<file path="src/core/ppsm_pkg.sv">
// Shared constants for the PHY port select block.
`default_nettype none
package ppsm_pkg;
  // ==========================================================
  // Register map (byte addresses)
  localparam int          ADDR_W         = 5;
  localparam logic [4:0]  OFS_CONFIG     = 5'h00;
  localparam logic [4:0]  OFS_TX_CTRL    = 5'h04;
  localparam logic [4:0]  OFS_PHY_STAT   = 5'h08;
  localparam logic [4:0]  OFS_RX_STAT    = 5'h0c;
  localparam logic [4:0]  OFS_TX_DATA    = 5'h10;
  localparam logic [4:0]  OFS_MGMT       = 5'h14;
  // ==========================================================
  // Field positions
  localparam int CFG_PORT_SEL_BIT = 15;
  localparam int CFG_STEP_BIT     = 10;
  localparam int CFG_AUI_BIT      = 8;
  localparam int TCR_WRAP_BIT     = 1;
  localparam int PHY_LINK_BIT     = 14;
  localparam int PHY_BUSY_BIT     = 0;
  localparam int PHY_CARRIER_BIT  = 1;
  localparam int PHY_CLASH_BIT    = 2;
  localparam int RXS_BADCRC_BIT   = 13;
  localparam int RXS_VALID_BIT    = 8;
  localparam int MGMT_OUT_BIT     = 0;
  localparam int MGMT_IN_BIT      = 1;
  // ==========================================================
  // Reset values
  localparam logic [15:0] CONFIG_RST  = 16'h0000;
  localparam logic [15:0] TX_CTRL_RST = 16'h0000;
  // ==========================================================
  // Positions of the pins in the synchroniser vector
  localparam int SI_ECS  = 0;
  localparam int SI_ECOL = 1;
  localparam int SI_ERXD = 2;
  localparam int SI_ETXC = 3;
  localparam int SI_ERXC = 4;
  localparam int SI_LINK = 5;
  localparam int SI_FCRS = 6;
  localparam int SI_RXDV = 7;
  localparam int SI_RXER = 8;
  localparam int SI_FCOL = 9;
  localparam int SI_NTXC = 10;
  localparam int SI_NRXC = 11;
  localparam int SI_MDI  = 12;
  localparam int SI_RXN  = 13;
  localparam int SYNC_W  = 17;
  // ==========================================================
  // Transmit sequencer
  typedef enum logic [1:0] {TX_IDLE, TX_DEFER, TX_SHIFT} ppsm_tx_state_t;
endpackage
`default_nettype wire

</file>
<file path="src/core/ppsm_pin_if.sv">
// Synchronised pin levels and edges passed to the main block.
`timescale 1ns/1ps
`default_nettype none
interface ppsm_pin_if #(parameter int W = 1);
  logic [W-1:0] lvl;
  logic [W-1:0] rise;
  logic [W-1:0] fall;
  modport src (output lvl, output rise, output fall);
  modport dst (input lvl, input rise, input fall);
endinterface
`default_nettype wire

</file>
<file path="src/core/ppsm_pin_sync.sv">
// Two-flop synchroniser bank with edge detection for outside pins.
`timescale 1ns/1ps
`default_nettype none
module ppsm_pin_sync #(
  parameter int W = 1
) (
  input  wire logic         sys_clk,
  input  wire logic         reset_n,
  input  wire logic [W-1:0] pins_in,
  ppsm_pin_if.src           pin
);
  logic [W-1:0] meta_r;
  logic [W-1:0] sync_r;
  logic [W-1:0] last_r;

  // The first stage feeds only the second stage.
  always_ff @(posedge sys_clk or negedge reset_n) begin
    if (!reset_n) begin
      meta_r <= '0;
      sync_r <= '0;
      last_r <= '0;
    end else begin
      meta_r <= pins_in;
      sync_r <= meta_r;
      last_r <= sync_r;
    end
  end

  assign pin.lvl  = sync_r;
  assign pin.rise = sync_r & ~last_r;
  assign pin.fall = ~sync_r & last_r;
endmodule
`default_nettype wire

</file>
<file path="src/core/ppsm_port_mux.sv">
// Port select between serial encoder/decoder and nibble PHY port.
`timescale 1ns/1ps
`default_nettype none
// How it works
// - nibble_port_sel follows config bit 15; high picks nibble port.
// - Encoder/decoder inputs are ignored while nibble port is selected.
// - Serial transmit data leaves one NRZ bit at a time.
// - wrap_back_out follows transmit control bit 1 in either mode.
// - link_fail_in shows in phy status bit 14 in either mode.
// - full_step_n is the inverse of config bit 10.
// - attach_unit_sel follows config bit 8.
// - Select, attach and step outputs hold stored config values.
// - fast_tx_envelope covers each fast frame; low in serial mode.
// - fast_carrier_sense gates deferral in nibble mode only.
// - Receive nibbles are taken only while rx_dv is high.
// - fast_clash_detect is the collision input in nibble mode.
// - In nibble mode, transmit data leaves as four-bit nibbles.
// - Receive nibbles are taken in nibble mode only.
// - Management data has separate outgoing and incoming pins.
// - endec_tx_envelope stays low while nibble port is selected.
// - rx_er discards the rest of the frame and sets receive status bit 13.
module ppsm_port_mux (
  input  wire logic        sys_clk,
  input  wire logic        reset_n,
  input  wire logic [4:0]  avm_address,
  input  wire logic        avm_read,
  input  wire logic        avm_write,
  input  wire logic [31:0] avm_writedata,
  input  wire logic [3:0]  avm_byteenable,
  output logic      [31:0] avm_readdata,
  output logic             avm_waitrequest,
  output logic             endec_tx_envelope,
  output logic             endec_serial_out,
  input  wire logic        endec_carrier_sense,
  input  wire logic        endec_clash_detect,
  input  wire logic        endec_serial_in,
  input  wire logic        endec_send_clock,
  input  wire logic        endec_recv_clock,
  output logic             wrap_back_out,
  input  wire logic        link_fail_in,
  output logic             full_step_n,
  output logic             nibble_port_sel,
  output logic             attach_unit_sel,
  output logic             fast_tx_envelope,
  input  wire logic        fast_carrier_sense,
  input  wire logic        rx_dv,
  input  wire logic        rx_er,
  input  wire logic        fast_clash_detect,
  output logic      [3:0]  tx_nibble,
  input  wire logic        nibble_tx_clock,
  input  wire logic        nibble_rx_clock,
  input  wire logic [3:0]  rx_nibble,
  input  wire logic        mgmt_serial_in,
  output logic             mgmt_serial_out
);
  // ==========================================================
  // Pin synchronisers
  ppsm_pin_if #(.W(ppsm_pkg::SYNC_W)) pin ();

  ppsm_pin_sync #(.W(ppsm_pkg::SYNC_W)) u_sync (
    .sys_clk (sys_clk),
    .reset_n (reset_n),
    .pins_in ({rx_nibble, mgmt_serial_in, nibble_rx_clock,
               nibble_tx_clock, fast_clash_detect, rx_er, rx_dv,
               fast_carrier_sense, link_fail_in, endec_recv_clock,
               endec_send_clock, endec_serial_in, endec_clash_detect,
               endec_carrier_sense}),
    .pin     (pin)
  );

  logic       sel;
  logic       launch;
  logic       carrier;
  logic       clash;
  logic       mii_rx_edge;
  logic       ser_rx_edge;
  logic [3:0] rxn;

  assign sel = nibble_port_sel;
  assign rxn = pin.lvl[ppsm_pkg::SI_RXN +: 4];
  // Only the selected port's clocks and status pins reach the logic.
  assign launch = sel ? pin.fall[ppsm_pkg::SI_NTXC]
                      : pin.fall[ppsm_pkg::SI_ETXC];
  assign carrier = sel ? pin.lvl[ppsm_pkg::SI_FCRS]
                       : pin.lvl[ppsm_pkg::SI_ECS];
  assign clash = sel ? pin.lvl[ppsm_pkg::SI_FCOL]
                     : pin.lvl[ppsm_pkg::SI_ECOL];
  assign mii_rx_edge = sel & pin.rise[ppsm_pkg::SI_NRXC];
  assign ser_rx_edge = ~sel & pin.rise[ppsm_pkg::SI_ERXC];

  // ==========================================================
  // Bus slave
  logic [15:0] config_r;
  logic [15:0] tx_ctrl_r;
  logic        hold_full_r;
  logic        clash_seen_r;
  logic        rx_valid_r;
  logic        rx_bad_r;
  logic [7:0]  rx_byte_r;
  logic        taken;
  logic        tx_push;
  logic        stall;
  logic [31:0] rd_nxt;

  // A data write waits while the holding byte is still full.
  assign stall = avm_write && (avm_address == ppsm_pkg::OFS_TX_DATA)
                 && hold_full_r;
  assign taken = !avm_waitrequest && (avm_read || avm_write);
  assign tx_push = taken && avm_write && avm_byteenable[0]
                   && (avm_address == ppsm_pkg::OFS_TX_DATA);

  function automatic logic [15:0] merge16(input logic [15:0] old,
                                          input logic [31:0] wd,
                                          input logic [3:0]  be);
    logic [15:0] m;
    m = {{8{be[1]}}, {8{be[0]}}};
    return (old & ~m) | (wd[15:0] & m);
  endfunction

  always_comb begin
    rd_nxt = '0;
    unique case (avm_address)
      ppsm_pkg::OFS_CONFIG:  rd_nxt[15:0] = config_r;
      ppsm_pkg::OFS_TX_CTRL: rd_nxt[15:0] = tx_ctrl_r;
      ppsm_pkg::OFS_PHY_STAT: begin
        rd_nxt[ppsm_pkg::PHY_LINK_BIT] = pin.lvl[ppsm_pkg::SI_LINK];
        rd_nxt[ppsm_pkg::PHY_BUSY_BIT]    = hold_full_r;
        rd_nxt[ppsm_pkg::PHY_CARRIER_BIT] = carrier;
        rd_nxt[ppsm_pkg::PHY_CLASH_BIT]   = clash_seen_r;
      end
      ppsm_pkg::OFS_RX_STAT: begin
        rd_nxt[7:0] = rx_byte_r;
        rd_nxt[ppsm_pkg::RXS_VALID_BIT]  = rx_valid_r;
        rd_nxt[ppsm_pkg::RXS_BADCRC_BIT] = rx_bad_r;
      end
      ppsm_pkg::OFS_MGMT: begin
        rd_nxt[ppsm_pkg::MGMT_OUT_BIT] = mgmt_serial_out;
        rd_nxt[ppsm_pkg::MGMT_IN_BIT]  = pin.lvl[ppsm_pkg::SI_MDI];
      end
      default: rd_nxt = '0;
    endcase
  end

  // Every access is answered one cycle after it is seen, except a data write, which waits while the holding byte is still full.
  always_ff @(posedge sys_clk or negedge reset_n) begin
    if (!reset_n) begin
      avm_waitrequest <= 1'b1;
      avm_readdata    <= '0;
    end else begin
      avm_waitrequest <= !((avm_read || avm_write) && avm_waitrequest
                           && !stall);
      if (avm_read && avm_waitrequest) begin
        avm_readdata <= rd_nxt;
      end
    end
  end

  // Configuration is held here so the pin outputs stay put.
  always_ff @(posedge sys_clk or negedge reset_n) begin
    if (!reset_n) begin
      config_r  <= ppsm_pkg::CONFIG_RST;
      tx_ctrl_r <= ppsm_pkg::TX_CTRL_RST;
      mgmt_serial_out <= 1'b0;
    end else if (taken && avm_write) begin
      if (avm_address == ppsm_pkg::OFS_CONFIG) begin
        config_r <= merge16(config_r, avm_writedata, avm_byteenable);
      end
      if (avm_address == ppsm_pkg::OFS_TX_CTRL) begin
        tx_ctrl_r <= merge16(tx_ctrl_r, avm_writedata, avm_byteenable);
      end
      if (avm_address == ppsm_pkg::OFS_MGMT && avm_byteenable[0]) begin
        mgmt_serial_out <= avm_writedata[ppsm_pkg::MGMT_OUT_BIT];
      end
    end
  end

  // ==========================================================
  // Static pin outputs
  always_ff @(posedge sys_clk or negedge reset_n) begin
    if (!reset_n) begin
      nibble_port_sel <= ppsm_pkg::CONFIG_RST[ppsm_pkg::CFG_PORT_SEL_BIT];
      attach_unit_sel <= ppsm_pkg::CONFIG_RST[ppsm_pkg::CFG_AUI_BIT];
      full_step_n     <= ~ppsm_pkg::CONFIG_RST[ppsm_pkg::CFG_STEP_BIT];
      wrap_back_out   <= ppsm_pkg::TX_CTRL_RST[ppsm_pkg::TCR_WRAP_BIT];
    end else begin
      nibble_port_sel <= config_r[ppsm_pkg::CFG_PORT_SEL_BIT];
      attach_unit_sel <= config_r[ppsm_pkg::CFG_AUI_BIT];
      full_step_n     <= ~config_r[ppsm_pkg::CFG_STEP_BIT];
      wrap_back_out   <= tx_ctrl_r[ppsm_pkg::TCR_WRAP_BIT];
    end
  end

  // ==========================================================
  // Transmit
  ppsm_pkg::ppsm_tx_state_t tx_state_r;
  logic [7:0] hold_r;
  logic [7:0] shift_r;
  logic [2:0] unit_cnt_r;
  logic       last_unit;

  assign last_unit = sel ? (unit_cnt_r == 3'h1) : (unit_cnt_r == 3'h7);

  // A collision drops the frame; the remaining byte is flushed too.
  always_ff @(posedge sys_clk or negedge reset_n) begin
    if (!reset_n) begin
      tx_state_r        <= ppsm_pkg::TX_IDLE;
      hold_r            <= '0;
      hold_full_r       <= 1'b0;
      shift_r           <= '0;
      unit_cnt_r        <= '0;
      endec_tx_envelope <= 1'b0;
      fast_tx_envelope  <= 1'b0;
      endec_serial_out  <= 1'b0;
      tx_nibble         <= '0;
    end else begin
      if (tx_push) begin
        hold_r      <= avm_writedata[7:0];
        hold_full_r <= 1'b1;
      end
      unique case (tx_state_r)
        ppsm_pkg::TX_IDLE: begin
          if (hold_full_r) begin
            tx_state_r <= ppsm_pkg::TX_DEFER;
          end
        end
        ppsm_pkg::TX_DEFER: begin
          if (launch && !carrier) begin
            tx_state_r        <= ppsm_pkg::TX_SHIFT;
            hold_full_r       <= 1'b0;
            unit_cnt_r        <= '0;
            shift_r           <= sel ? {4'h0, hold_r[7:4]}
                                     : {1'b0, hold_r[7:1]};
            endec_serial_out  <= hold_r[0];
            tx_nibble         <= hold_r[3:0];
            fast_tx_envelope  <= sel;
            endec_tx_envelope <= !sel;
          end
        end
        ppsm_pkg::TX_SHIFT: begin
          if (clash) begin
            tx_state_r        <= ppsm_pkg::TX_IDLE;
            hold_full_r       <= 1'b0;
            fast_tx_envelope  <= 1'b0;
            endec_tx_envelope <= 1'b0;
          end else if (launch && last_unit && hold_full_r) begin
            hold_full_r      <= 1'b0;
            unit_cnt_r       <= '0;
            shift_r          <= sel ? {4'h0, hold_r[7:4]}
                                    : {1'b0, hold_r[7:1]};
            endec_serial_out <= hold_r[0];
            tx_nibble        <= hold_r[3:0];
          end else if (launch && last_unit) begin
            tx_state_r        <= ppsm_pkg::TX_IDLE;
            fast_tx_envelope  <= 1'b0;
            endec_tx_envelope <= 1'b0;
          end else if (launch) begin
            unit_cnt_r       <= unit_cnt_r + 3'h1;
            shift_r          <= sel ? {4'h0, shift_r[7:4]}
                                    : {1'b0, shift_r[7:1]};
            endec_serial_out <= shift_r[0];
            tx_nibble        <= shift_r[3:0];
          end
        end
      endcase
      // The unselected port's envelope is forced low.
      if (sel) begin
        endec_tx_envelope <= 1'b0;
      end else begin
        fast_tx_envelope <= 1'b0;
      end
    end
  end

  always_ff @(posedge sys_clk or negedge reset_n) begin
    if (!reset_n) begin
      clash_seen_r <= 1'b0;
    end else if (tx_state_r == ppsm_pkg::TX_SHIFT && clash) begin
      clash_seen_r <= 1'b1;
    end else if (taken && avm_write && avm_byteenable[0]
                 && avm_address == ppsm_pkg::OFS_PHY_STAT
                 && avm_writedata[ppsm_pkg::PHY_CLASH_BIT]) begin
      clash_seen_r <= 1'b0;
    end
  end

  // ==========================================================
  // Receive
  logic       discard_r;
  logic       half_r;
  logic [3:0] low_nib_r;
  logic [7:0] ser_buf_r;
  logic [2:0] ser_cnt_r;
  logic       byte_done;
  logic [7:0] byte_val;
  logic       bad_set;
  logic       clr_valid;
  logic       clr_bad;

  assign bad_set = mii_rx_edge && pin.lvl[ppsm_pkg::SI_RXDV]
                   && pin.lvl[ppsm_pkg::SI_RXER];
  assign byte_done = (mii_rx_edge && pin.lvl[ppsm_pkg::SI_RXDV]
                      && !pin.lvl[ppsm_pkg::SI_RXER] && !discard_r
                      && half_r)
                     || (ser_rx_edge && pin.lvl[ppsm_pkg::SI_ECS]
                         && ser_cnt_r == 3'h7);
  assign byte_val = sel ? {rxn, low_nib_r}
                        : {pin.lvl[ppsm_pkg::SI_ERXD], ser_buf_r[7:1]};
  assign clr_valid = taken && avm_write && avm_byteenable[1]
                     && avm_address == ppsm_pkg::OFS_RX_STAT
                     && avm_writedata[ppsm_pkg::RXS_VALID_BIT];
  assign clr_bad = taken && avm_write && avm_byteenable[1]
                   && avm_address == ppsm_pkg::OFS_RX_STAT
                   && avm_writedata[ppsm_pkg::RXS_BADCRC_BIT];

  always_ff @(posedge sys_clk or negedge reset_n) begin
    if (!reset_n) begin
      discard_r <= 1'b0;
      half_r    <= 1'b0;
      low_nib_r <= '0;
    end else if (mii_rx_edge) begin
      if (!pin.lvl[ppsm_pkg::SI_RXDV]) begin
        discard_r <= 1'b0;
        half_r    <= 1'b0;
      end else if (pin.lvl[ppsm_pkg::SI_RXER]) begin
        discard_r <= 1'b1;
      end else if (!discard_r) begin
        low_nib_r <= rxn;
        half_r    <= !half_r;
      end
    end
  end

  always_ff @(posedge sys_clk or negedge reset_n) begin
    if (!reset_n) begin
      ser_buf_r <= '0;
      ser_cnt_r <= '0;
    end else if (ser_rx_edge) begin
      if (pin.lvl[ppsm_pkg::SI_ECS]) begin
        ser_buf_r <= {pin.lvl[ppsm_pkg::SI_ERXD], ser_buf_r[7:1]};
        ser_cnt_r <= ser_cnt_r + 3'h1;
      end else begin
        ser_cnt_r <= '0;
      end
    end
  end

  // Hardware setting a flag wins over a clear in the same cycle.
  always_ff @(posedge sys_clk or negedge reset_n) begin
    if (!reset_n) begin
      rx_byte_r  <= '0;
      rx_valid_r <= 1'b0;
      rx_bad_r   <= 1'b0;
    end else begin
      if (byte_done) begin
        rx_byte_r  <= byte_val;
        rx_valid_r <= 1'b1;
      end else if (clr_valid) begin
        rx_valid_r <= 1'b0;
      end
      if (bad_set) begin
        rx_bad_r <= 1'b1;
      end else if (clr_bad) begin
        rx_bad_r <= 1'b0;
      end
    end
  end

  // ==========================================================
  // Checks
  property p_sel_cfg;
    @(posedge sys_clk) disable iff (!reset_n)
    taken && avm_write && avm_byteenable[1]
      && avm_address == ppsm_pkg::OFS_CONFIG
    |=> ##1 nibble_port_sel == $past(avm_writedata[15], 2)
        && full_step_n == !$past(avm_writedata[10], 2)
        && attach_unit_sel == $past(avm_writedata[8], 2);
  endproperty
  a_sel_cfg: assert property (p_sel_cfg)
    else $error("config pins do not follow written config");

  property p_wrap;
    @(posedge sys_clk) disable iff (!reset_n)
    taken && avm_write && avm_byteenable[0]
      && avm_address == ppsm_pkg::OFS_TX_CTRL
    |=> ##1 wrap_back_out == $past(avm_writedata[1], 2);
  endproperty
  a_wrap: assert property (p_wrap)
    else $error("wrap back output does not follow control bit");

  property p_endec_env_low;
    @(posedge sys_clk) disable iff (!reset_n)
    nibble_port_sel && $past(nibble_port_sel) |-> !endec_tx_envelope;
  endproperty
  a_endec_env_low: assert property (p_endec_env_low)
    else $error("serial envelope high in nibble mode");

  property p_fast_env_low;
    @(posedge sys_clk) disable iff (!reset_n)
    !nibble_port_sel && !$past(nibble_port_sel) |-> !fast_tx_envelope;
  endproperty
  a_fast_env_low: assert property (p_fast_env_low)
    else $error("fast envelope high in serial mode");

  property p_link;
    @(posedge sys_clk) disable iff (!reset_n)
    avm_read && avm_waitrequest && !stall
      && avm_address == ppsm_pkg::OFS_PHY_STAT
    |=> avm_readdata[14] == $past(pin.lvl[ppsm_pkg::SI_LINK]);
  endproperty
  a_link: assert property (p_link)
    else $error("link bit does not show link pin");

  property p_launch_only;
    @(posedge sys_clk) disable iff (!reset_n)
    !$stable(endec_serial_out) || !$stable(tx_nibble) |-> $past(launch);
  endproperty
  a_launch_only: assert property (p_launch_only)
    else $error("transmit data moved without a clock fall");

  property p_ser_ignored;
    @(posedge sys_clk) disable iff (!reset_n)
    nibble_port_sel && $past(nibble_port_sel) |-> $stable(ser_cnt_r);
  endproperty
  a_ser_ignored: assert property (p_ser_ignored)
    else $error("serial receive moved in nibble mode");

  property p_bad_crc;
    @(posedge sys_clk) disable iff (!reset_n)
    bad_set |=> rx_bad_r && discard_r ##1 !rx_valid_r || $stable(rx_byte_r);
  endproperty
  a_bad_crc: assert property (p_bad_crc)
    else $error("receive error not reported as bad check");

  property p_dv_frame;
    @(posedge sys_clk) disable iff (!reset_n)
    mii_rx_edge && !pin.lvl[ppsm_pkg::SI_RXDV] |=> !half_r && !byte_done;
  endproperty
  a_dv_frame: assert property (p_dv_frame)
    else $error("nibble taken outside receive data valid");
endmodule
`default_nettype wire

</file>
<file path="config.mk">
export PLATFORM = sky130hd
export DESIGN_NAME = ppsm_port_mux
export DESIGN_NICKNAME = d
export VERILOG_FILES = /design/src/core/ppsm_pkg.sv /design/src/core/ppsm_pin_if.sv /design/src/core/ppsm_pin_sync.sv /design/src/core/ppsm_port_mux.sv
export SDC_FILE = /design/constraint.sdc
export NUM_CORES = 1
export LEC_CHECK = 0
export BUFFER_PORTS_ARGS = -buffer_cell sky130_fd_sc_hd__buf_4
export CORE_ASPECT_RATIO = 0.6
export CORE_MARGIN = 2
export CORE_UTILIZATION = 55
export DETAILED_ROUTE_END_ITERATION = 10
export PLACE_DENSITY = 0.78
export SLEW_MARGIN = 20
export SYNTH_ARGS = -nofsm -noshare
export SYNTH_HDL_FRONTEND = slang
export SYNTH_SLANG_ARGS = --single-unit
</file>
<file path="constraint.sdc">
create_clock -name sys_clk -period 2.7 [get_ports sys_clk]
set_clock_uncertainty 0.05 [all_clocks]
set_input_delay 0.405 -clock sys_clk [delete_from_list [all_inputs] [get_ports sys_clk]]
set_output_delay 0.405 -clock sys_clk [all_outputs]
set_load 0.01 [all_outputs]
</file>
Word level (Yosys, flattened, before mapping). Index checks and enable logic that the tools add are counted.

Logic and storage cells: 200. Output and inout bits: 45. Input bits: 62. Register bits: 157.

Reduce and logical (&&, ||, !) cells: 55. Add/subtract/negate cells: 2. Multiplexer cells: 70. Eq/ne operators: 27. Bitwise gates (word level): 16.

Operators with widths (count): bitwise AND 16 bit (3); two-way mux 8 bit (6); bitwise OR 16 bit (2); two-way mux 1 bit (31); logical AND 1 bit (27); two-way mux 4 bit (5); two-way mux 3 bit (6); inequality test 3 bit, second input constant (6); one-hot mux 6 bit (3 select lines) (1); inequality test 4 bit, second input constant (4); inverter 16 bit (1); one-hot mux 4 bit (2 select lines) (2); one-hot mux 8 bit (2 select lines) (1); AND reduction 4 bit (4); two-way mux 7 bit (2); bitwise AND 12 bit (1); inverter 12 bit (1); bitwise AND 11 bit (1); inverter 11 bit (1); == test 5 x 4 -> 1 bit, second input constant (2); == test 5 bit, second input constant (2); two-way mux 2 bit (5); inequality test 2 bit, second input constant (5); one-hot mux 1 bit (2 select lines) (5); 24 further kinds (46).

Logic depth before layout (Yosys ltp). Gate-level depths: netlist (run 1).

Depth in word-level cells: 9. Mapped depth: 9.

By module. Synthesis (run 1) repeated with hierarchy kept, for this count alone.

Cell total of the unflattened synthesis: 557. Area total of the unflattened synthesis: 6877.8 um2.

By module, submodules not included: ppsm_port_mux (area an instance 5303.8 um2, cells an instance 472, times used 1, seq. area each 2705.1 um2); ppsm_pin_sync (area an instance 1574.0 um2, cells an instance 85, times used 1, seq. area each 1276.2 um2).

Least setup slack after synthesis (run 1). No wires, ideal clock.

Kind: reg-to-reg. From: register nibble_port_sel. To: register unit_cnt_r[2]. Slack: 655 ps. Stages on the path, launching flop included: 9. Library setup time: 123 ps. Data arrival time: 1872 ps. Clock period less this slack: 2045 ps. Path through: dfrtp_1 > buf_6 > or3b_1 > o22a_1 > a221o_1 > buf_6 > buf_6 > o21ai_1 > o21ai_1.

Cells in the longest elaborated chain, start to end: 6. Elaborated cells on any way between the ends: 16. Those cells by class: eq/ne (4); mux (7); reduce/logical (5).

RTL lines: start, declared (RTL line ppsm_port_mux.sv:42) `output logic nibble_port_sel,`; start signal, assigned (RTL line ppsm_port_mux.sv:181) `nibble_port_sel <= ppsm_pkg::CONFIG_RST[ppsm_pkg::CFG_PORT_SEL_BIT];`; start signal, assigned (RTL line ppsm_port_mux.sv:186) `nibble_port_sel <= config_r[ppsm_pkg::CFG_PORT_SEL_BIT];`; two-way mux 1 bit, on equally long branches (RTL line ppsm_port_mux.sv:82, ppsm_port_mux.sv:201); logical AND 1 bit (RTL line ppsm_port_mux.sv:245, ppsm_port_mux.sv:252); logical AND 1 bit (RTL line ppsm_port_mux.sv:245) `end else if (launch && last_unit && hold_full_r) begin`; two-way mux 3 bit (RTL line ppsm_port_mux.sv:245); two-way mux 3 bit (RTL line ppsm_port_mux.sv:240) `if (clash) begin`; one-hot mux 3 bit (2 select lines) (RTL line ppsm_port_mux.sv:220) `unique case (tx_state_r)`; end signal, assigned (RTL line ppsm_port_mux.sv:257) `unit_cnt_r <= unit_cnt_r + 3'h1;`; end, declared (RTL line ppsm_port_mux.sv:198) `logic [2:0] unit_cnt_r;`.

Parallel ways exist; a longest one is shown, timed or not. The select of a mux whose other input is x is not followed. A chain may end at the register's enable or synchronous reset.

Final worst setup path (run 1).
From: register nibble_port_sel. To: register shift_r[0].

Cells in the longest elaborated chain, start to end: 6. Elaborated cells on any way between the ends: 21. Those cells by class: eq/ne (4); mux (12); reduce/logical (5).

RTL lines: two-way mux 7 bit (tied with other cells) (RTL line ppsm_port_mux.sv:258) `shift_r <= sel ? {4'h0, shift_r[7:4]}`; two-way mux 8 bit or logical AND 1 bit (tied branches) (RTL line ppsm_port_mux.sv:256, ppsm_port_mux.sv:245, ppsm_port_mux.sv:252); two-way mux 8 bit or logical AND 1 bit (tied branches) (RTL line ppsm_port_mux.sv:252, ppsm_port_mux.sv:245); two-way mux 8 bit (RTL line ppsm_port_mux.sv:245); two-way mux 8 bit (RTL line ppsm_port_mux.sv:240); one-hot mux 8 bit (2 select lines) (RTL line ppsm_port_mux.sv:220); end signal, assigned (RTL line ppsm_port_mux.sv:231) `shift_r <= sel ? {4'h0, hold_r[7:4]}`; end signal, assigned (RTL line ppsm_port_mux.sv:248) `shift_r <= sel ? {4'h0, hold_r[7:4]}`; end signal, assigned (RTL line ppsm_port_mux.sv:258); end, declared (RTL line ppsm_port_mux.sv:197) `logic [7:0] shift_r;`.

Parallel ways exist; a longest one is shown, timed or not. The select of a mux whose other input is x is not followed.

==> results_dict.tcl, run 1 <==
set metrics [dict create \
    outcome "completed" \
    timing.rr.end "shift_r[0]$_DFFE_PN0P_" \
    grt_pass1_vias 4129 \
    finalWorstSetupSlack_ns 0.4924 \
    syn2layout_area_growth_pct 20.14 \
    maxCapViolCount 0 \
    reg2regPathDepth 5 \
    drv_slew 0 \
    path_cells "nor4b_1, o31ai_1, a221o_1, buf_4, a22o_1" \
    drt_iter0_markers 315 \
    ys.flop_type "dfrtp_1" \
    cp_num_cells 5 \
    htreeDepth 4 \
    grt-ovfl-total 0 \
    endpoint_kind "register" \
    ys_seq_area_share_pct 58.67 \
    worstPathMaxFanout 26 \
    grtUsageTotal_pct 22.71 \
    fin_setup_tns_ns 0 \
    crit_buf_inv 1 \
    final_nets 647 \
    ir_worst_vdd_mv 0.5367 \
    min_period_ns 2.208 \
    maxClockFrequency_mhz 453.0 \
    synth.distinct_cells 56 \
    cts_made_buffers 17 \
    required_ns 2.95 \
    synth_top_cell_by_area "dfrtp_1" \
    hold_violations 0 \
    worstSkewPairLatency_ns 0.42 \
    critPathTopFamily "compound AO/OA/AOI/OAI gates" \
    synth_most_common_cell "dfrtp_1" \
    synth-seq-cells 146 \
    rows 30 \
    grt_pass1_wl_um 21110 \
    n_antenna_cell 0 \
    synth_top_cell_area_share_pct 57.83 \
    hold_class "in -> reg" \
    drcViolationCount 0 \
    place_area_mm2 0.006848 \
    gp_congestion 0.8400 \
    portBuffers 72 \
    reg2reg_slack_ns 0.49 \
    cts_tree "done" \
    wl_per_cell_um 18.03 \
    path_clk_slew_ns 0.06 \
    first_pass_iters 5 \
    final_area_mm2 0.007486 \
    drt-total-wl_um 13270 \
    worstMarginPinSlew_ns 0.6316 \
    drive_gt1_share_pct 29.73 \
    crit_start "nibble_port_sel$_DFF_PN0_" \
    finalSetupViolCount 0 \
    viasPerCell 5.647 \
    io_pins 107 \
    pre_cts_ws_ns 0.2483 \
    cp_slowest_stage_delay_ns 0.57 \
    cellPowerDensity_mw_per_mm2 838.1 \
    synth_edf_count 0 \
    ys_async_sr_fraction_pct 100.0 \
    finalCritPeriodShare_pct 81.76 \
    fp.dieArea_mm2 0.01222 \
    die_w_um 141.4 \
    r2r_start "nibble_port_sel$_DFF_PN0_" \
    antenna_found_initial 0 \
    syn-instance-count 500 \
    cp-endpoint "shift_r[0]$_DFFE_PN0P_" \
    cts.sinks 146 \
    dp_hpwl_um 9116 \
    coreArea_mm2 0.01119 \
    fin_total_pwr_mw 6.274 \
    synth_area_leaders "dfrtp_1 58%, mux2_2 8.0%, mux2i_1 6.1%" \
    grt_start_max_net_pins 61 \
    synth_area_mm2 0.006231 \
    ant_nets 0 \
    rsz0062_at_grt "false" \
    maxSlewHeadroom_pct 57.74 \
    vias 4156 \
    cp_slowest_cell "nor4b_1" \
    root_buffer "clkbuf_16" \
    die_h_um 86.45 \
    p_leak_nw 3.605 \
    avgSynthCellArea_um2 12.46 \
    clockBufferDepth 2 \
    path_class "reg -> reg" \
    fillCellCount 806 \
    synthTopCellsByCount "144 x dfrtp_1, 54 x nand2_1, 44 x mux2_2" \
    critPathArrivalTime_ns 2.46 \
    start_util_pct 55.70 \
    start_kind "register" \
    yosys_warnings 0 \
]
-- through the flow --
stage	cells	utilization (%)	hold WS, ns
floorplan	515	-	0.05941
global placement	703	61.22	0.2812
detailed placement	703	61.22	0.2847
CTS	736	66.92	0.02804
global route	736	66.92	0.02664
finish	736	66.92	0.04076
-- layout make-up --
type / instances / area [um2] / area share, %
tap: 144 / 180.2 / 2.407
sequential: 146 / 3656 / 48.84
inverter: 8 / 30.03 / 0.4011
timing repair buffer: 85 / 644.4 / 8.608
clock inverter: 12 / 181.4 / 2.424
clock buffer: 20 / 446.7 / 5.967
multi-input combinational: 321 / 2347 / 31.36
-- per-layer routing --
layer / share of wire (%) / track usage (%) / wire [um]
met1: 48 / 32.56 / 6349
met3: 5.9 / 5.691 / 780
met4: 1.9 / 8.909 / 248
met5: 0 / 0 / 0
met2: 44 / 33.85 / 5891
-- how the worst min path moves through the flow --
stage	from	to	slack, ns	cells after the start
2_1_floorplan	reset_n	asynchronous set/reset pin	0.06	0
3_3_place_gp	u_sync.meta_r[6]$_DFF_PN0_	u_sync.pin.lvl[6]$_DFF_PN0_	0.28	0
3_5_place_dp	u_sync.meta_r[10]$_DFF_PN0_	u_sync.pin.lvl[10]$_DFF_PN0_	0.28	0
4_1_cts	fast_carrier_sense	u_sync.meta_r[6]$_DFF_PN0_	0.03	1
5_1_grt	link_fail_in	u_sync.meta_r[5]$_DFF_PN0_	0.03	1
6_report	nibble_rx_clock	u_sync.meta_r[11]$_DFF_PN0_	0.04	1
-- what timing repair did --
item / 4_1_cts / 5_1_grt
hold buffers: 1 / 0
hold endpoints to repair: 56 / 0
buffers inserted: 0 / 0
gates resized for setup: 0 / 0
-- placed cells by master (no fill, tap or decap), types with 16 or more instances in the layout --
| master | synthesis | layout |
|---|---|---|
| a22o_1 | 16 | 16 |
| buf_4 | 18 | 83 |
| clkbuf_16 | 0 | 17 |
| conb_1 | 1 | 16 |
| dfrtp_1 | 144 | 144 |
| mux2_2 | 44 | 44 |
| mux2i_1 | 38 | 38 |
| nand2_1 | 54 | 54 |
| nor2_1 | 18 | 18 |
| o21ai_0 | 23 | 23 |
-- logic make-up after synthesis --
logic type	count (synthesis)	synth area share, %
AO/OA/AOI/OAI	87	9.257
adder cells (fa/ha/maj)	6	1.205
buffers and inverters	48	4.558
flip-flops	146	58.67
multiplexers	91	16.35
other	1	0.06018
AND/OR/NAND/NOR	121	9.900
-- power by group --
| group | switching (mW) | leakage [nW] | total (mW) | internal [mW] |
|---|---|---|---|---|
| Sequential | 0.200 | 1.88 | 2.66 | 2.46 |
| Combinational | 0.607 | 1.42 | 1.11 | 0.506 |
| Clock | 0.923 | 0.305 | 2.50 | 1.58 |
| Total | 1.73 | 3.60 | 6.27 | 4.54 |
No activity file was read; power rests on OpenSTA's default activity.
==> inputs of run 2 (changes only) <==
Clock period 2.7 ns to 2.1 ns, I/O delays scaled along.
==> results_dict.tcl, run 2 (same netlist as run 1, synthesis figures left out) <==
set metrics [dict create \
    outcome "completed" \
    cts_tree "done" \
    gp_congestion 0.8106 \
    vias 4309 \
    grt_util_met3_pct 5.304 \
    p_leak_nw 3.801 \
    fin_total_pwr_mw 8.216 \
    drcViolationCount 0 \
    utilization_pct 70.54 \
    critPathTopFamily "simple AND/OR/NAND/NOR gates" \
    layout_commonest_cell "dfrtp_1" \
    required_ns 2.35 \
    start_util_pct 55.70 \
    use_met2_pct 37.03 \
    root_buffer "clkbuf_16" \
    ant_nets 0 \
    syn2layout_area_growth_pct 26.63 \
    path_class "reg -> reg" \
    drt-total-wl_um 13900 \
    grt_start_max_net_pins 66 \
    drive_gt1_share_pct 32.01 \
    grt_pass1_vias 4212 \
    die_h_um 86.45 \
    start_kind "register" \
    clockBufferDepth 2 \
    drv_slew 0 \
    maxClockFrequency_mhz 497.0 \
    rows 30 \
    ir_worst_vdd_mv 0.7309 \
    pre_cts_ws_ns -0.05766 \
    path_clk_slew_ns 0.06 \
    cp_slowest_stage_delay_ns 0.55 \
    final_area_mm2 0.007890 \
    worstPathMaxFanout 7 \
    portBuffers 72 \
    hold_class "in -> reg" \
    cts_made_buffers 17 \
    maxSlewHeadroom_pct 58.87 \
    rsz0062_at_grt "false" \
    finalSetupViolCount 0 \
    grtUsageTotal_pct 23.75 \
    cts.sinks 146 \
    min_period_ns 2.012 \
    htreeDepth 4 \
    layout_common_cells "144 x dfrtp_1, 102 x buf_4, 54 x nand2_1, 44 x mux2_2, 38 x mux2i_1" \
    path_cells "buf_4, or3b_2, nor2_4, buf_4, mux2_2" \
    final_nets 687 \
    finalWorstSetupSlack_ns 0.08810 \
    coreArea_mm2 0.01119 \
    die_w_um 141.4 \
    drt_iter0_markers 241 \
    hold_violations 0 \
    critical_path.most_common_cell "buf_4" \
    finalCritPeriodShare_pct 95.80 \
    grt-ovfl-total 0 \
    place_area_mm2 0.007048 \
    worstMarginPinSlew_ns 0.6170 \
    cp_slowest_cell "or3b_2" \
    dp_hpwl_um 9436 \
    critPathArrivalTime_ns 2.27 \
    fillCellCount 755 \
    grt_pass1_wl_um 21940 \
    wl_per_cell_um 17.93 \
    first_pass_iters 5 \
    maxCapViolCount 0 \
    viasPerCell 5.560 \
    grtUsageMet1_pct 33.22 \
    grt.busiest_layer "met2" \
    io_pins 107 \
    n_antenna_cell 0 \
    crit_buf_inv 2 \
    dp_cells 723 \
    fin_cells 775 \
    endpoint_kind "register" \
    fp.dieArea_mm2 0.01222 \
    cellPowerDensity_mw_per_mm2 1041 \
    antenna_found_initial 0 \
    worstSkewPairLatency_ns 0.42 \
]
-- run 2: report_power, final --
part / switching [mW] / internal, mW
registers: 0.265 / 3.16
clock network: 1.22 / 2.02
logic: 0.800 / 0.750
total: 2.28 / 5.94
-- run 2: what timing repair did --
item                       in CTS  in global routing
hold endpoints to repair       77                  0
buffers inserted                0                  3
hold buffers                   18                  0
setup endpoints to repair       8                  9
pin swaps                       0                  1
cloned                          0                  0
gates resized for setup         1                  2
-- run 2: worst paths after layout --
kind                                            start                           to  slack [ns]  cells after the start
hold reg to reg            u_sync.meta_r[1]$_DFF_PN0_  u_sync.pin.lvl[1]$_DFF_PN0_        0.30                      0
min in group asynchronous                     reset_n     tx_nibble[2]$_DFFE_PN0P_        0.38                      2
hold / removal                               avm_read    avm_waitrequest$_DFF_PN1_        0.05                      2
setup reg to reg            nibble_port_sel$_DFF_PN0_     ser_buf_r[6]$_DFFE_PN0P_        0.09                      5
setup / recovery            nibble_port_sel$_DFF_PN0_     ser_buf_r[6]$_DFFE_PN0P_        0.09                      5
max in group asynchronous                     reset_n     low_nib_r[1]$_DFFE_PN0P_        0.90                      3
-- run 2: final cells by class --
type                    count  area, um2  area share (%)
repair buffers            125       1037           13.15
flip-flops and latches    146       3656           46.34
well taps                 144      180.2           2.284
clock buffers              19      442.9           5.614
inverters                   8      30.03          0.3806
clock inverters            12      181.4           2.299
multi-input cells         321       2362           29.94
-- run 2: per-layer routing --
metal  part of all wire (%)  wire length [um]
met1                     45              6221
met3                    6.9               954
met4                    1.3               185
met5                      0                 0
met2                     47              6535
-- run 2: stage by stage --
step	hold WS [ns]	setup TNS (ns)
after global routing	0.07251	0
final	0.04599	0
after CTS	0.03905	0
after floorplan	-0.03059	0
after global placement	0.2806	0
after detailed placement	0.2838	-0.3479
==> inputs of run 3 (changes only) <==
Settings changed: SYNTH_HIERARCHICAL from default to 1.
==> results_dict.tcl, run 3 <==
set metrics [dict create \
    die_h_um 86.84 \
    maxClockFrequency_mhz 498.2 \
    fin_cells 801 \
    pre_cts_ws_ns 0.07017 \
    first_pass_iters 5 \
    rsz0062_at_grt "false" \
    critPathArrivalTime_ns 2.26 \
    dp_cells 751 \
    rows 30 \
    start_util_pct 56.04 \
    post_cts_buffers 0 \
    cellPowerDensity_mw_per_mm2 1013 \
    worstPathMaxFanout 5 \
    wl_per_cell_um 17.88 \
    critPathTopFamily "simple AND/OR/NAND/NOR gates" \
    fin_total_pwr_mw 8.076 \
    grt.busiest_layer "met1" \
    utilization_pct 71.07 \
    grtUsageMet1_pct 37.63 \
    maxCapViolCount 0 \
    yosys_warnings 6 \
    crit_buf_inv 1 \
    ant_nets 0 \
    path_class "reg -> reg" \
    cts_tree "done" \
    vias 4594 \
    layout_common_cells "144 x dfrtp_1, 111 x buf_4, 64 x mux2_2, 55 x nand2_1, 25 x o21ai_0" \
    portBuffers 72 \
    hold_violations 0 \
    drive_gt1_share_pct 34.55 \
    grt_pass1_vias 4470 \
    grt_util_met3_pct 5.525 \
    required_ns 2.35 \
    outcome "completed" \
    p_leak_nw 3.871 \
    maxSlewHeadroom_pct 65.64 \
    hold_class "in -> reg" \
    layout_commonest_cell "dfrtp_1" \
    io_pins 107 \
    drt_iter0_markers 363 \
    grt_start_max_net_pins 56 \
    cts.sinks 146 \
    hold_ws_ns 0.07717 \
    fp.dieArea_mm2 0.01234 \
    finalCritPeriodShare_pct 95.58 \
    gp_congestion 0.8573 \
    fillCellCount 755 \
    cp_slowest_stage_delay_ns 0.34 \
    syn-instance-count 514 \
    die_w_um 142.1 \
    place_area_mm2 0.007199 \
    path_clk_slew_ns 0.06 \
    final_area_mm2 0.007976 \
    antenna_found_initial 0 \
    clockBufferDepth 2 \
    endpoint_kind "register" \
    start_kind "register" \
    root_buffer "clkbuf_16" \
    drv_slew 0 \
    n_antenna_cell 0 \
    fin_setup_tns_ns 0 \
    finalSetupViolCount 0 \
    worstSkewPairLatency_ns 0.42 \
    viasPerCell 5.735 \
    min_period_ns 2.007 \
    synth_area_mm2 0.006290 \
    drcViolationCount 0 \
    grt-ovfl-total 0 \
    worstMarginPinSlew_ns 0.5084 \
    syn2layout_area_growth_pct 26.82 \
    ir_worst_vdd_mv 0.6103 \
    avgSynthCellArea_um2 12.24 \
    final_nets 712 \
    cp_slowest_cell "dfrtp_1" \
    drt-total-wl_um 14320 \
    dp_hpwl_um 10080 \
    htreeDepth 4 \
    finalWorstSetupSlack_ns 0.09280 \
    grtUsageTotal_pct 24.65 \
    use_met2_pct 35.57 \
    grt_pass1_wl_um 23330 \
    coreArea_mm2 0.01122 \
    cts_made_buffers 17 \
    path_cells "and2b_2, and4bb_2, o211a_1, nor3_2, buf_4, mux2_2" \
]
-- run 3: cell count changes in the layout (fill, tap and decap cells not counted), moves of 6 or more --
cell	previous run	this run
o31ai_1	6	14
a221oi_1	0	7
nand3b_1	7	1
a22o_1	16	1
mux2i_1	38	18
o21ai_1	13	0
a31oi_1	1	11
nand3_1	5	12
mux2_2	44	64
buf_4	102	111
mux2_4	8	0
-- run 3: timing repair --
| action | 4_1_cts | 5_1_grt |
|---|---|---|
| hold endpoints to repair | 66 | 0 |
| gates resized for setup | 0 | 3 |
| endpoints found under the setup margin | 0 | 8 |
| hold buffers | 18 | 0 |
-- run 3: worst min-delay path, cell delays in order --
cell and delay (ns):
buf_4 0.09, nand2_1 0.04, o21ai_0 0.06
-- run 3: area by class of cell --
| type | instances | area, um2 | share of cell area, % |
|---|---|---|---|
| Tap cell | 144 | 180.2 | 2.259 |
| Multi-Input combinational cell | 334 | 2444 | 30.64 |
| Timing Repair Buffer | 132 | 1065 | 13.35 |
| Clock buffer | 18 | 439.2 | 5.506 |
| Sequential cell | 146 | 3656 | 45.84 |
| Clock inverter | 14 | 143.9 | 1.804 |
| Inverter | 13 | 48.80 | 0.6118 |
-- run 3: worst paths after layout --
check,startpoint,endpoint,slack (ns),depth (start not counted)
worst max-delay path,u_sync/pin.lvl[10]$_DFF_PN0_,shift_r[5]$_DFFE_PN0P_,0.09,6
worst max register to register,u_sync/pin.lvl[10]$_DFF_PN0_,shift_r[5]$_DFFE_PN0P_,0.09,6
max in group asynchronous,reset_n,asynchronous set/reset pin,0.94,3
worst min-delay path,avm_writedata[10],register,0.08,3
min in group asynchronous,reset_n,asynchronous set/reset pin,0.37,2
worst min register to register,u_sync/meta_r[1]$_DFF_PN0_,u_sync/pin.lvl[1]$_DFF_PN0_,0.30,0
-- run 3: layer usage --
layer  routed length, um  up-vias
met1                7127     2320
met2                6313      148
li1                    -     2111
met4                 132        0
met5                   0        -
met3                 746       15
-- run 3: report_power, final --
group	internal [mW]	switching (mW)	leakage [nW]
sequential	3.15	0.236	1.88
combinational	0.828	0.878	1.70
clock	1.71	1.28	0.287
total	5.68	2.39	3.87
